### config.mk
export PLATFORM = sky130hd
export DESIGN_NAME = serial_time_string_broadcaster
export DESIGN_NICKNAME = d
export VERILOG_FILES = /design/src/verilog/serial_time_pkg.sv /design/src/verilog/serial_time_string_broadcaster.sv
export SDC_FILE = /design/constraint.sdc
export NUM_CORES = 1
export LEC_CHECK = 0
export ABC_AREA = 1
export BUFFER_PORTS_ARGS = -buffer_cell sky130_fd_sc_hd__buf_4
export CORE_UTILIZATION = 30
export CTS_CLUSTER_SIZE = 12
export DETAILED_ROUTE_END_ITERATION = 12
export GPL_ROUTABILITY_DRIVEN = 0
export PLACE_DENSITY = 0.48
export SLEW_MARGIN = 15
export SYNTH_ARGS = -nofsm -noshare
export SYNTH_HDL_FRONTEND = slang
export SYNTH_SLANG_ARGS = --single-unit
### constraint.sdc
create_clock -name clock_i -period 14.78 [get_ports clock_i]
set_clock_uncertainty 0.2 [all_clocks]
set_input_delay 2.956 -clock clock_i [delete_from_list [all_inputs] [get_ports clock_i]]
set_output_delay 2.956 -clock clock_i [all_outputs]
set_load 0.01 [all_outputs]
### src/verilog/serial_time_pkg.sv
// Constants, character codes and state encodings of the serial time broadcaster.
// Assumes a single 10 MHz system clock shared by every user of the package.
package serial_time_pkg;

    // Clock and line timing.
    localparam int CLOCK_HZ           = 10_000_000;
    localparam int BAUD_RATE          = 9600;
    localparam int BIT_CYCLES         = (CLOCK_HZ + BAUD_RATE / 2) / BAUD_RATE;
    localparam int SECOND_US          = 1_000_000;
    localparam int SECOND_CYCLES      = SECOND_US * (CLOCK_HZ / 1_000_000);
    localparam int CR_DEADLINE_US     = 100;
    localparam int CR_DEADLINE_CYCLES = CR_DEADLINE_US * (CLOCK_HZ / 1_000_000);

    // Frame layout.
    localparam int DATA_BITS       = 8;
    localparam int FRAME_BITS_NONE = 10;
    localparam int FRAME_BITS_ODD  = 11;

    // String layout: characters sent ahead of the pulse, then CR and LF.
    localparam int PRE_CHARS    = 14;
    localparam int MARGIN_CHARS = 2;
    localparam logic [3:0] IDX_SOH     = 4'h0;
    localparam logic [3:0] IDX_QUALITY = 4'hD;
    localparam logic [3:0] IDX_CR      = 4'hE;
    localparam logic [3:0] IDX_LF      = 4'hF;

    // Character codes.
    localparam logic [7:0] CH_SOH   = 8'h01;
    localparam logic [7:0] CH_CR    = 8'h0D;
    localparam logic [7:0] CH_LF    = 8'h0A;
    localparam logic [7:0] CH_SEMI  = 8'h3B;
    localparam logic [7:0] CH_COLON = 8'h3A;
    localparam logic [7:0] CH_ZERO  = 8'h30;
    localparam logic [7:0] CH_SPACE = 8'h20;
    localparam logic [7:0] CH_X     = 8'h58;
    localparam logic [7:0] CH_F     = 8'h46;
    localparam logic [7:0] CH_START_LC = 8'h63;
    localparam logic [7:0] CH_START_UC = 8'h43;
    localparam logic [7:0] CH_STOP_LC  = 8'h72;
    localparam logic [7:0] CH_STOP_UC  = 8'h52;

    typedef enum logic [1:0]
    {
        TX_IDLE = 2'h0,
        TX_SEND = 2'h1,
        TX_HOLD = 2'h3
    } tx_state_e;

    typedef enum logic [1:0]
    {
        RX_IDLE  = 2'h0,
        RX_START = 2'h1,
        RX_DATA  = 2'h3,
        RX_STOP  = 2'h2
    } rx_state_e;

endpackage

### src/verilog/serial_time_string_broadcaster.sv
// Serial time-of-day broadcaster: one ASCII time string per second, with the
// carriage return launched on the rising edge of the second pulse.
// Assumes time fields, quality flags and the pulse come from logic on clock_i;
// only the serial receive pin is asynchronous.

// Behaviour
// - No strings before start character unless autostart
// - Stop character halts broadcast until restarted
// - One complete string per second while active
// - CR start bit within 100 us of pulse
// - SOH, day, semicolon, hours, minutes, seconds, quality
// - Quality followed by on-time CR, then LF
// - Day sent as three decimal digits
// - Space when time set and tracking
// - X when never set, F when flywheeling
// - Default line is 9600 8N1
// - Alternative line is 9600 8O1
// - Option suppresses the F quality flag
// - Autostart option begins broadcast after power-up
// - Options take effect only at restart
module serial_time_string_broadcaster #(
    parameter int BIT_CYCLES    = serial_time_pkg::BIT_CYCLES,
    parameter int SECOND_CYCLES = serial_time_pkg::SECOND_CYCLES
) (
    // Clock and reset.
    input  wire logic       clock_i,
    input  wire logic       nrst_i,
    // Serial line.
    input  wire logic       serial_rx_i,
    output logic            serial_tx_o,
    // Time source.
    input  wire logic       second_pulse_i,
    input  wire logic [8:0] day_of_year_i,
    input  wire logic [4:0] hours_i,
    input  wire logic [5:0] minutes_i,
    input  wire logic [5:0] seconds_i,
    input  wire logic       time_set_i,
    input  wire logic       flywheel_i,
    // Options, taken once after reset.
    input  wire logic       parity_odd_i,
    input  wire logic       suppress_flag_i,
    input  wire logic       auto_start_i,
    // Status.
    output logic            broadcasting_o
);
    localparam int BC_W = $clog2(BIT_CYCLES + 1);
    localparam int SC_W = $clog2(SECOND_CYCLES + 1);
    localparam int LEAD_CYCLES = (serial_time_pkg::PRE_CHARS + serial_time_pkg::MARGIN_CHARS)
        * serial_time_pkg::FRAME_BITS_ODD * BIT_CYCLES;
    localparam logic [SC_W-1:0] SEND_POINT = SC_W'(SECOND_CYCLES - LEAD_CYCLES);
    localparam logic [BC_W-1:0] BIT_LAST   = BC_W'(BIT_CYCLES - 1);
    localparam logic [BC_W-1:0] BIT_HALF   = BC_W'(BIT_CYCLES / 2);

    // Converts 0..99 into two ASCII digits.
    function automatic logic [15:0] two_digits(input logic [6:0] v);
        logic [3:0] tens;
        logic [6:0] rest;
        tens = 4'h0;
        rest = v;
        for (int i = 0; i < 9; i++)
        begin
            if (rest >= 7'd10)
            begin
                rest = rest - 7'd10;
                tens = tens + 4'h1;
            end
        end
        return {serial_time_pkg::CH_ZERO + {4'h0, tens},
                serial_time_pkg::CH_ZERO + {1'b0, rest}};
    endfunction

    // Receive synchroniser and decoder.
    logic            rx_meta_reg;
    logic            rx_sync_reg;
    serial_time_pkg::rx_state_e rx_state_reg, rx_state_next;
    logic [BC_W-1:0] rx_cnt_reg, rx_cnt_next;
    logic [3:0]      rx_bits_reg, rx_bits_next;
    logic [8:0]      rx_sh_reg, rx_sh_next;
    logic            rx_done;
    logic [7:0]      rx_byte;

    // Options and broadcast enable.
    logic cfg_loaded_reg, cfg_loaded_next;
    logic parity_odd_reg, parity_odd_next;
    logic suppress_reg, suppress_next;
    logic active_reg, active_next;
    logic is_start, is_stop;

    // Second timing and transmitter.
    logic            pulse_prev_reg;
    logic            pulse_rise;
    logic [SC_W-1:0] sec_cnt_reg, sec_cnt_next;
    serial_time_pkg::tx_state_e tx_state_reg, tx_state_next;
    logic [3:0]      idx_reg, idx_next;
    logic [7:0]      text_reg [0:13];
    logic [7:0]      text_next [0:13];
    logic [10:0]     tx_sh_reg, tx_sh_next;
    logic [3:0]      tx_bits_reg, tx_bits_next;
    logic [BC_W-1:0] tx_cnt_reg, tx_cnt_next;
    logic            tx_busy;
    logic            load;
    logic [7:0]      load_char;
    logic            trigger;

    always_ff @(posedge clock_i)
    begin
        rx_meta_reg <= serial_rx_i;
        rx_sync_reg <= rx_meta_reg;
    end

    // Receiver sampling at mid-bit; parity is accepted but not checked.
    always_comb
    begin
        rx_state_next = rx_state_reg;
        rx_cnt_next   = (rx_cnt_reg == '0) ? BIT_LAST : rx_cnt_reg - BC_W'(1);
        rx_bits_next  = rx_bits_reg;
        rx_sh_next    = rx_sh_reg;
        rx_done       = 1'b0;
        rx_byte       = parity_odd_reg ? rx_sh_reg[7:0] : rx_sh_reg[8:1];
        unique case (rx_state_reg)
            serial_time_pkg::RX_IDLE:
            begin
                rx_cnt_next = BIT_HALF;
                if (!rx_sync_reg)
                    rx_state_next = serial_time_pkg::RX_START;
            end
            serial_time_pkg::RX_START:
            begin
                if (rx_cnt_reg == '0)
                begin
                    rx_state_next = rx_sync_reg ? serial_time_pkg::RX_IDLE
                                                : serial_time_pkg::RX_DATA;
                    rx_bits_next  = parity_odd_reg ? 4'(serial_time_pkg::DATA_BITS + 1)
                                                   : 4'(serial_time_pkg::DATA_BITS);
                end
            end
            serial_time_pkg::RX_DATA:
            begin
                if (rx_cnt_reg == '0)
                begin
                    rx_sh_next   = {rx_sync_reg, rx_sh_reg[8:1]};
                    rx_bits_next = rx_bits_reg - 4'h1;
                    if (rx_bits_reg == 4'h1)
                        rx_state_next = serial_time_pkg::RX_STOP;
                end
            end
            serial_time_pkg::RX_STOP:
            begin
                if (rx_cnt_reg == '0)
                begin
                    rx_state_next = serial_time_pkg::RX_IDLE;
                    rx_done       = rx_sync_reg;
                end
            end
        endcase
    end

    always_ff @(posedge clock_i)
    begin
        if (!nrst_i)
        begin
            rx_state_reg <= serial_time_pkg::RX_IDLE;
            rx_cnt_reg   <= '0;
            rx_bits_reg  <= 4'h0;
            rx_sh_reg    <= 9'h000;
        end
        else
        begin
            rx_state_reg <= rx_state_next;
            rx_cnt_reg   <= rx_cnt_next;
            rx_bits_reg  <= rx_bits_next;
            rx_sh_reg    <= rx_sh_next;
        end
    end

    assign is_start = rx_done && (rx_byte == serial_time_pkg::CH_START_LC
                               || rx_byte == serial_time_pkg::CH_START_UC);
    assign is_stop  = rx_done && (rx_byte == serial_time_pkg::CH_STOP_LC
                               || rx_byte == serial_time_pkg::CH_STOP_UC);

    // Options are taken once after reset, so a change needs a restart.
    always_comb
    begin
        cfg_loaded_next = 1'b1;
        parity_odd_next = cfg_loaded_reg ? parity_odd_reg : parity_odd_i;
        suppress_next   = cfg_loaded_reg ? suppress_reg : suppress_flag_i;
        active_next     = active_reg;
        if (!cfg_loaded_reg)
            active_next = auto_start_i;
        else if (is_start)
            active_next = 1'b1;
        else if (is_stop)
            active_next = 1'b0;
    end

    always_ff @(posedge clock_i)
    begin
        if (!nrst_i)
        begin
            cfg_loaded_reg <= 1'b0;
            parity_odd_reg <= 1'b0;
            suppress_reg   <= 1'b0;
            active_reg     <= 1'b0;
        end
        else
        begin
            cfg_loaded_reg <= cfg_loaded_next;
            parity_odd_reg <= parity_odd_next;
            suppress_reg   <= suppress_next;
            active_reg     <= active_next;
        end
    end

    assign broadcasting_o = active_reg;
    assign pulse_rise     = second_pulse_i && !pulse_prev_reg;
    assign tx_busy        = tx_bits_reg != 4'h0;
    assign serial_tx_o    = tx_sh_reg[0];

    // The string is launched a fixed lead before the expected pulse, so the
    // carriage return only waits for the edge; a stop takes effect between strings.
    assign trigger = active_reg && sec_cnt_reg == SEND_POINT;

    always_comb
    begin
        logic [15:0] hh;
        logic [15:0] mm;
        logic [15:0] ss;
        logic [15:0] dd;
        logic [3:0]  hund;
        logic [8:0]  drem;
        hh   = two_digits(7'(hours_i));
        mm   = two_digits(7'(minutes_i));
        ss   = two_digits(7'(seconds_i));
        hund = (day_of_year_i >= 9'd300) ? 4'h3 : (day_of_year_i >= 9'd200) ? 4'h2
             : (day_of_year_i >= 9'd100) ? 4'h1 : 4'h0;
        // The hundreds product needs nine bits; an eight-bit product wraps for days 300 and up.
        drem = day_of_year_i - (9'(hund) * 9'h064);
        dd   = two_digits(drem[6:0]);
        sec_cnt_next = pulse_rise ? '0
                     : (sec_cnt_reg == SC_W'(SECOND_CYCLES)) ? sec_cnt_reg
                     : sec_cnt_reg + SC_W'(1);
        text_next = text_reg;
        if (trigger && tx_state_reg == serial_time_pkg::TX_IDLE)
        begin
            text_next[0]  = serial_time_pkg::CH_SOH;
            text_next[1]  = serial_time_pkg::CH_ZERO + {4'h0, hund};
            text_next[2]  = dd[15:8];
            text_next[3]  = dd[7:0];
            text_next[4]  = serial_time_pkg::CH_SEMI;
            text_next[5]  = hh[15:8];
            text_next[6]  = hh[7:0];
            text_next[7]  = serial_time_pkg::CH_COLON;
            text_next[8]  = mm[15:8];
            text_next[9]  = mm[7:0];
            text_next[10] = serial_time_pkg::CH_COLON;
            text_next[11] = ss[15:8];
            text_next[12] = ss[7:0];
            if (!time_set_i)
                text_next[13] = serial_time_pkg::CH_X;
            else if (flywheel_i && !suppress_reg)
                text_next[13] = serial_time_pkg::CH_F;
            else
                text_next[13] = serial_time_pkg::CH_SPACE;
        end
    end

    // Character sequencer and shifter.
    always_comb
    begin
        tx_state_next = tx_state_reg;
        idx_next      = idx_reg;
        load          = 1'b0;
        load_char     = (idx_reg == serial_time_pkg::IDX_CR) ? serial_time_pkg::CH_CR
                      : (idx_reg == serial_time_pkg::IDX_LF) ? serial_time_pkg::CH_LF
                      : text_reg[idx_reg];
        unique case (tx_state_reg)
            serial_time_pkg::TX_IDLE:
            begin
                idx_next = serial_time_pkg::IDX_SOH;
                if (trigger)
                    tx_state_next = serial_time_pkg::TX_SEND;
            end
            serial_time_pkg::TX_SEND:
            begin
                if (!tx_busy)
                begin
                    load     = 1'b1;
                    idx_next = idx_reg + 4'h1;
                    if (idx_reg == serial_time_pkg::IDX_QUALITY)
                        tx_state_next = serial_time_pkg::TX_HOLD;
                    else if (idx_reg == serial_time_pkg::IDX_LF)
                        tx_state_next = serial_time_pkg::TX_IDLE;
                end
            end
            serial_time_pkg::TX_HOLD:
            begin
                if (pulse_rise && !tx_busy)
                begin
                    load          = 1'b1;
                    idx_next      = serial_time_pkg::IDX_LF;
                    tx_state_next = serial_time_pkg::TX_SEND;
                end
            end
            default:
                tx_state_next = serial_time_pkg::TX_IDLE;
        endcase
        tx_sh_next   = tx_sh_reg;
        tx_bits_next = tx_bits_reg;
        tx_cnt_next  = tx_cnt_reg;
        if (load)
        begin
            // Without parity the eleventh bit is a second stop level never clocked out.
            tx_sh_next   = {1'b1, parity_odd_reg ? ~^load_char : 1'b1,
                            load_char, 1'b0};
            tx_bits_next = parity_odd_reg ? 4'(serial_time_pkg::FRAME_BITS_ODD)
                                          : 4'(serial_time_pkg::FRAME_BITS_NONE);
            tx_cnt_next  = BIT_LAST;
        end
        else if (tx_busy)
        begin
            tx_cnt_next = tx_cnt_reg - BC_W'(1);
            if (tx_cnt_reg == '0)
            begin
                tx_sh_next   = {1'b1, tx_sh_reg[10:1]};
                tx_bits_next = tx_bits_reg - 4'h1;
                tx_cnt_next  = BIT_LAST;
            end
        end
    end

    always_ff @(posedge clock_i)
    begin
        if (!nrst_i)
        begin
            pulse_prev_reg <= 1'b0;
            sec_cnt_reg    <= '0;
            tx_state_reg   <= serial_time_pkg::TX_IDLE;
            idx_reg        <= 4'h0;
            tx_sh_reg      <= 11'h7FF;
            tx_bits_reg    <= 4'h0;
            tx_cnt_reg     <= '0;
            for (int i = 0; i < 14; i++)
                text_reg[i] <= 8'h00;
        end
        else
        begin
            pulse_prev_reg <= second_pulse_i;
            sec_cnt_reg    <= sec_cnt_next;
            tx_state_reg   <= tx_state_next;
            idx_reg        <= idx_next;
            tx_sh_reg      <= tx_sh_next;
            tx_bits_reg    <= tx_bits_next;
            tx_cnt_reg     <= tx_cnt_next;
            text_reg       <= text_next;
        end
    end
endmodule

* Word level (Yosys, flattened, before mapping)
Index checks and enable logic that the tools add are counted.
Cells by class: add/sub/neg operators 84, $mul 1, order comparisons 40, equal/unequal tests 25, multiplexer cells 125, bitwise operators 2, reduce and logical (&&, ||, !) cells 32
Operators with widths (number):
- two-way mux 7 bit | 38
- >= comparator 7 x 4 -> 1 bit (second input constant) | 33
- subtractor 7 x 4 -> 7 bit (second input constant) | 33
- two-way mux 4 bit | 39
- adder 4 x 1 -> 4 bit (second input constant) | 33
- equality test 24 bit (second input constant) | 2
- two-way mux 11 bit | 4
- two-way mux 10 bit | 4
- two-way mux 8 bit | 5
- adder 6 x 7 -> 8 bit (first input constant) | 4
- binary-select mux 8 bit (select 4 bit) | 1
- equality test 8 x 7 -> 1 bit (second input constant) | 4
- adder 6 x 4 -> 7 bit (first input constant) | 4
- two-way mux 2 bit | 13
- adder 24 x 1 -> 24 bit (second input constant) | 1
- zero test 11 bit | 2
- subtractor 11 x 1 -> 11 bit (second input constant) | 2
- two-way mux 1 bit | 16
- inequality test 2 bit (second input constant) | 8
- subtractor 6 x 4 -> 7 bit (second input constant) | 2
- equality test 4 bit (second input constant) | 3
- >= comparator 6 x 4 -> 1 bit (second input constant) | 2
- one-hot mux 4 bit (3 select lines) | 1
- >= comparator 9 x 7 -> 1 bit (second input constant) | 1
- other kinds (34) | 54
Word-level totals: bits in registers 171, bits of input ports 35, output and inout bits 2, word-level logic and storage cells 342

* Logic depth before layout (Yosys ltp)
depth in word-level cells 25, depth in mapped cells 89, mapped depth without buffers 86

* Worst setup path after synthesis
No wires, ideal clock.
path kind input to register, start input port day_of_year_i[3], end register text_reg[86] (netlist name), library setup time 0.128 ns, arrival time 11.250 ns, data required time 14.452 ns, slack 3.202 ns, cell stages on the path 84, path buffers 4, path through nor2_1 nand2_1 nand2_1 nand2_1 a21oi_1 inv_1 ha_1 fa_1 nor2_1 nor2_2 nand3_1 clkinv_2 nand3_4 nand2_2 nand2_1 inv_1 nand3_4 nand2_4 [48 not listed] nand2_1 inv_1 ha_1 nand2_1 a21oi_1 nand2_2 nand4_2 buf_6 nand2_1 nand2_2 nor2_2 nand3_1 nand2_2 buf_4 nand2_2 ha_1 xnor2_1 a21oi_1
Between the ends: word-level cells in the longest chain between the ends 25, elaborated cells on any way between the ends 36, classes of those cells add/sub (11); mul (1); order compare (12); mux (12)
Ends and longest elaborated chain:
- from (decl) | line serial_time_string_broadcaster.sv:33 | input wire logic [8:0] day_of_year_i,
- >= comparator 9 x 7 -> 1 bit | line serial_time_string_broadcaster.sv:235 | : (day_of_year_i >= 9'd100) ? 4'h1 : 4'h0;
- two-way mux 1 bit | line serial_time_string_broadcaster.sv:235
- two-way mux 2 bit (2 in a row) | line serial_time_string_broadcaster.sv:234 | hund = (day_of_year_i >= 9'd300) ? 4'h3 : (day_of_year_i >= 9'd200) ? 4'h2
- multiplier 2 x 5 -> 5 bit | line serial_time_string_broadcaster.sv:237 | drem = day_of_year_i - (9'(hund) * 9'h064);
- subtractor 7 bit (*) | line serial_time_string_broadcaster.sv:237
- subtractor 7 x 4 -> 7 bit / >= comparator 7 x 4 -> 1 bit (equally long branches) | line serial_time_string_broadcaster.sv:64, serial_time_string_broadcaster.sv:62
- two-way mux 7 bit (*) | line serial_time_string_broadcaster.sv:62 | if (rest >= 7'd10)
- subtractor 7 x 4 -> 7 bit / >= comparator 7 x 4 -> 1 bit (equally long branches) | line serial_time_string_broadcaster.sv:64, serial_time_string_broadcaster.sv:62
- [8 not listed]
- two-way mux 7 bit (*) | line serial_time_string_broadcaster.sv:62
- subtractor 7 x 4 -> 7 bit / >= comparator 7 x 4 -> 1 bit (equally long branches) | line serial_time_string_broadcaster.sv:64, serial_time_string_broadcaster.sv:62
- two-way mux 7 bit (*) | line serial_time_string_broadcaster.sv:62
- subtractor 7 x 4 -> 7 bit / >= comparator 7 x 4 -> 1 bit (equally long branches) | line serial_time_string_broadcaster.sv:64, serial_time_string_broadcaster.sv:62
- two-way mux 7 bit (*) | line serial_time_string_broadcaster.sv:62
- subtractor 7 x 4 -> 7 bit / >= comparator 7 x 4 -> 1 bit (equally long branches) | line serial_time_string_broadcaster.sv:64, serial_time_string_broadcaster.sv:62
- two-way mux 7 bit (*) | line serial_time_string_broadcaster.sv:62
- adder 6 x 7 -> 8 bit (*) | line serial_time_string_broadcaster.sv:69 | serial_time_pkg::CH_ZERO + {1'b0, rest}};
- to (signal assigned) | line serial_time_string_broadcaster.sv:354 | text_reg <= text_next;
- to (decl) | line serial_time_string_broadcaster.sv:95 | logic [7:0] text_reg [0:13];
Mark *: on every way between the ends. The rest lies on a longest branch, timed or not. A chain may end at the register's enable or synchronous reset.

* Worst setup path after layout
start input port day_of_year_i[7], end register text_reg[86] (netlist name)
Between the ends: word-level cells in the longest chain between the ends 25, elaborated cells on any way between the ends 36, classes of those cells add/sub (11); mul (1); order compare (12); mux (12)
Ends and longest elaborated chain (line):
- >= comparator 9 x 7 -> 1 bit | serial_time_string_broadcaster.sv:235
- two-way mux 1 bit | serial_time_string_broadcaster.sv:235
- two-way mux 2 bit | serial_time_string_broadcaster.sv:234
- two-way mux 2 bit (*) | serial_time_string_broadcaster.sv:234
- multiplier 2 x 5 -> 5 bit (*) | serial_time_string_broadcaster.sv:237
- subtractor 7 bit (*) | serial_time_string_broadcaster.sv:237
- subtractor 7 x 4 -> 7 bit / >= comparator 7 x 4 -> 1 bit (equally long branches) | serial_time_string_broadcaster.sv:64, serial_time_string_broadcaster.sv:62
- two-way mux 7 bit (*) | serial_time_string_broadcaster.sv:62
- [9 not listed]
- two-way mux 7 bit (*) | serial_time_string_broadcaster.sv:62
- subtractor 7 x 4 -> 7 bit / >= comparator 7 x 4 -> 1 bit (equally long branches) | serial_time_string_broadcaster.sv:64, serial_time_string_broadcaster.sv:62
- two-way mux 7 bit (*) | serial_time_string_broadcaster.sv:62
- subtractor 7 x 4 -> 7 bit / >= comparator 7 x 4 -> 1 bit (equally long branches) | serial_time_string_broadcaster.sv:64, serial_time_string_broadcaster.sv:62
- two-way mux 7 bit (*) | serial_time_string_broadcaster.sv:62
- subtractor 7 x 4 -> 7 bit / >= comparator 7 x 4 -> 1 bit (equally long branches) | serial_time_string_broadcaster.sv:64, serial_time_string_broadcaster.sv:62
- two-way mux 7 bit (*) | serial_time_string_broadcaster.sv:62
- adder 6 x 7 -> 8 bit (*) | serial_time_string_broadcaster.sv:69
Marked as above.

==> metrics.md <==
| Metric | Value |
|---|---|
| Top Ports | 37 |
| Bufs on Longest Clock Path | 2 |
| Area of the multi-input gates | 0.0111 sq mm |
| Ant. Diodes | 0 |
| Setup violation total in the final timing report | 0 |
| Top cell type's share of synthesized area | 17.8% |
| Final Critical Period | 13.03 ns |
| Critical-path top delay cell | fa_1 |
| Final design utilization | 33.2% |
| Max-slew violation count | 0 |
| Worst r2r path cells | 12 |
| Synth area leaders | dfxtp_1, nand2_1, inv_1 |
| Max Cap Viol | 0 |
| Register area share after synthesis | 17.8% |
| Place WS | 1.18 ns |
| Critical path class | primary input to flop |
| FF+latch count, synth | 143 |
| Final hold violations | 0 |
| Post-CTS Setup Bufs | 0 |
| CP Max Fanout | 13 |
| Storage cell area | 0.00286 sq mm |
| Worst setup EP type | flop |
| Crit share post-route | 88.2% |
| Mean routed wirelength per cell | 11.3 um |
| Status | complete, but fails checks |
| Post-synth top flop | dfxtp_1 |
| Post-CTS sizing | 0 |
| DRC viols | 2 |
| Via Count | 15400 |
| Post-Synthesis Cells | 2617 |
| CTS buffer count | 17 |
| Total grt overflow | 0 |
| Worst min path class | flop to flop |
| Row Count | 84 |
| Post-synth EDFFs | 0 |
| Worst skew pair latency | 0.43 ns |
| Failing checks | DRC |
| Commonest non-fill, non-tap cells in the layout | nand2_1, inv_1, nand3_1, nor2_1, dfxtp_1 |
| Core Area | 0.0529 sq mm |
| ANT nets after route | 0 |
| Worst slew pin tran | 1.01 ns |
| Post-Syn Nets | 2768 |
| # fillers | 5775 |
| Worst hold path depth | 0 |
| Drt pass-1 iters | 11 |
| Total negative slack | 0 ns |
| WP data required | 14.89 ns |
| Ratio of cells with drive above 1 in the final layout | 12.0% |
| Iteration-0 DRC Markers | 689 |
| Initial antenna violation count | 0 |
| Clock transition at path regs | 0.07 ns |
| Vias per cell | 4.64 |
| Hpwl dp | 30000 um |
| Cell accounting for the most synthesized area | dfxtp_1 |
| Die area | 0.0547 sq mm |
| Post-CTS Hold Buffers | 0 |
| CP startpoint | day_of_year_i[7] |
| Tot GR Track Use | 13.9% |
| CTS tree | yes |
| R2R setup slack | 10.64 ns |
| Arrival time at the worst endpoint | 13.14 ns |
| Worst setup SP type | primary input |
| Rel. slew slack | 32.4% |
| Crit-path max cell delay | 0.49 ns |
| Largest net degree at the start of global routing | 65 |
| Clock sinks | 143 |
| Most used cell, CP | nand2_1 |
| Max Fclk | 76.7 MHz |
| Root Buffer | clkbuf_16 |
| Hold path startpoint | rx_meta_reg |
| Syn avg cell area | 6.16 sq um |
| H-tree Lvls | 4 |
| Number of flip-flops in the largest register | 55 |
| Detailed Route WL | 37600 um |
| Async S/R FF share, synth | 0% |
| Port bufs | 36 |
| P&R area growth vs syn | 8.91% |
| Most common cell after layout, fill and taps aside | nand2_1 |
| Final worst slack | 1.75 ns |
| Wire length of the first global-routing pass | 65500 um |
| Hold endpoint | rx_sync_reg |
| Vias in the first global route | 14700 |
| Die width | 234 um |
| Cell Area, Synth | 0.0161 sq mm |
| Yosys warns | 0 |
| Post-synth cell types | 73 |
| Die span in y | 234 um |
| RR Endpoint | tx_sh_reg[9] |
| Initial core utilization | 30.5% |
| RSZ-0062 raised after global routing | false |
| Nets | 2778 |
| Worst R2R Start | idx_reg[0] |
through the flow:
step                      hold slack, ns  cell area [sq um]  instances
after floorplan                    0.110              16100       2617
after global placement             0.121              16900       3296
after detailed placement           0.115              16900       3296
after CTS                          0.137              17600       3328
after global routing               0.153              17600       3328
final                              0.132              17600       3328
per-layer routing:
metal  up-vias  routed length [um]  track usage (%)
met2       104               18000             25.3
met3        19                 500             1.18
li1       8404                   -                -
met5         -                   0                0
met4         0                 242             2.37
met1      6909               18800             18.0
final cells by class:
| cell class | count | area share (%) |
|---|---|---|
| Timing Repair Buffer | 38 | 1.62 |
| Inverter | 475 | 10.2 |
| Tap cell | 688 | 4.90 |
| Sequential cell | 143 | 16.3 |
| Multi-Input combinational cell | 1952 | 63.4 |
| Clock buffer | 19 | 2.52 |
| Clock inverter | 13 | 1.01 |
critical path, delay by kind of cell:
family	cells	cell delay, ns
XOR/XNOR	2	0.37
adder cells (fa/ha/maj)	9	1.90
buffers and inverters	13	1.06
AO/OA/AOI/OAI	6	0.91
AND/OR/NAND/NOR	50	5.93
cell families after synthesis:
group	synth area share, %
muxes	0.0698
adders and majority gates	9.05
xor gates and xnor gates	5.65
DFF	17.8
and+or+nand+nor	39.9
buffers and inverters	13.2
AOI/OAI and AO/OA	14.4
how the worst max path moves through the flow:
| stage | to | slack (ns) |
|---|---|---|
| after floorplan | text_reg[86] | 3.20 |
| after global placement | text_reg[86] | 1.29 |
| after detailed placement | text_reg[86] | 1.18 |
| after CTS | text_reg[86] | 1.58 |
| after global routing | text_reg[62] | 0.52 |
| final | text_reg[86] | 1.75 |
cell usage after synthesis (7+ instances only):
cell type	n
o21bai_1	9
nand2_2	68
nand4_1	51
nor2_4	20
nor4_1	9
nor3_1	28
a21oi_1	128
xor2_1	62
nor2_2	18
nand3_1	184
xnor2_1	29
nor2_1	183
clkbuf_1	24
nand3b_1	12
ha_1	115
nand3_2	23
nand2_4	25
inv_1	428
nand2_1	682
dfxtp_1	143
o21ai_0	125
o21ai_1	29
a31oi_1	16
inv_2	37
nand3_4	7
a211oi_1	11
xor2_2	7
buf_4	8
o211ai_1	11
or2_2	8
o21a_1	18
Power is not shown: default switching activity piles up to over one toggle a cycle in this logic, so the estimate is an artifact.
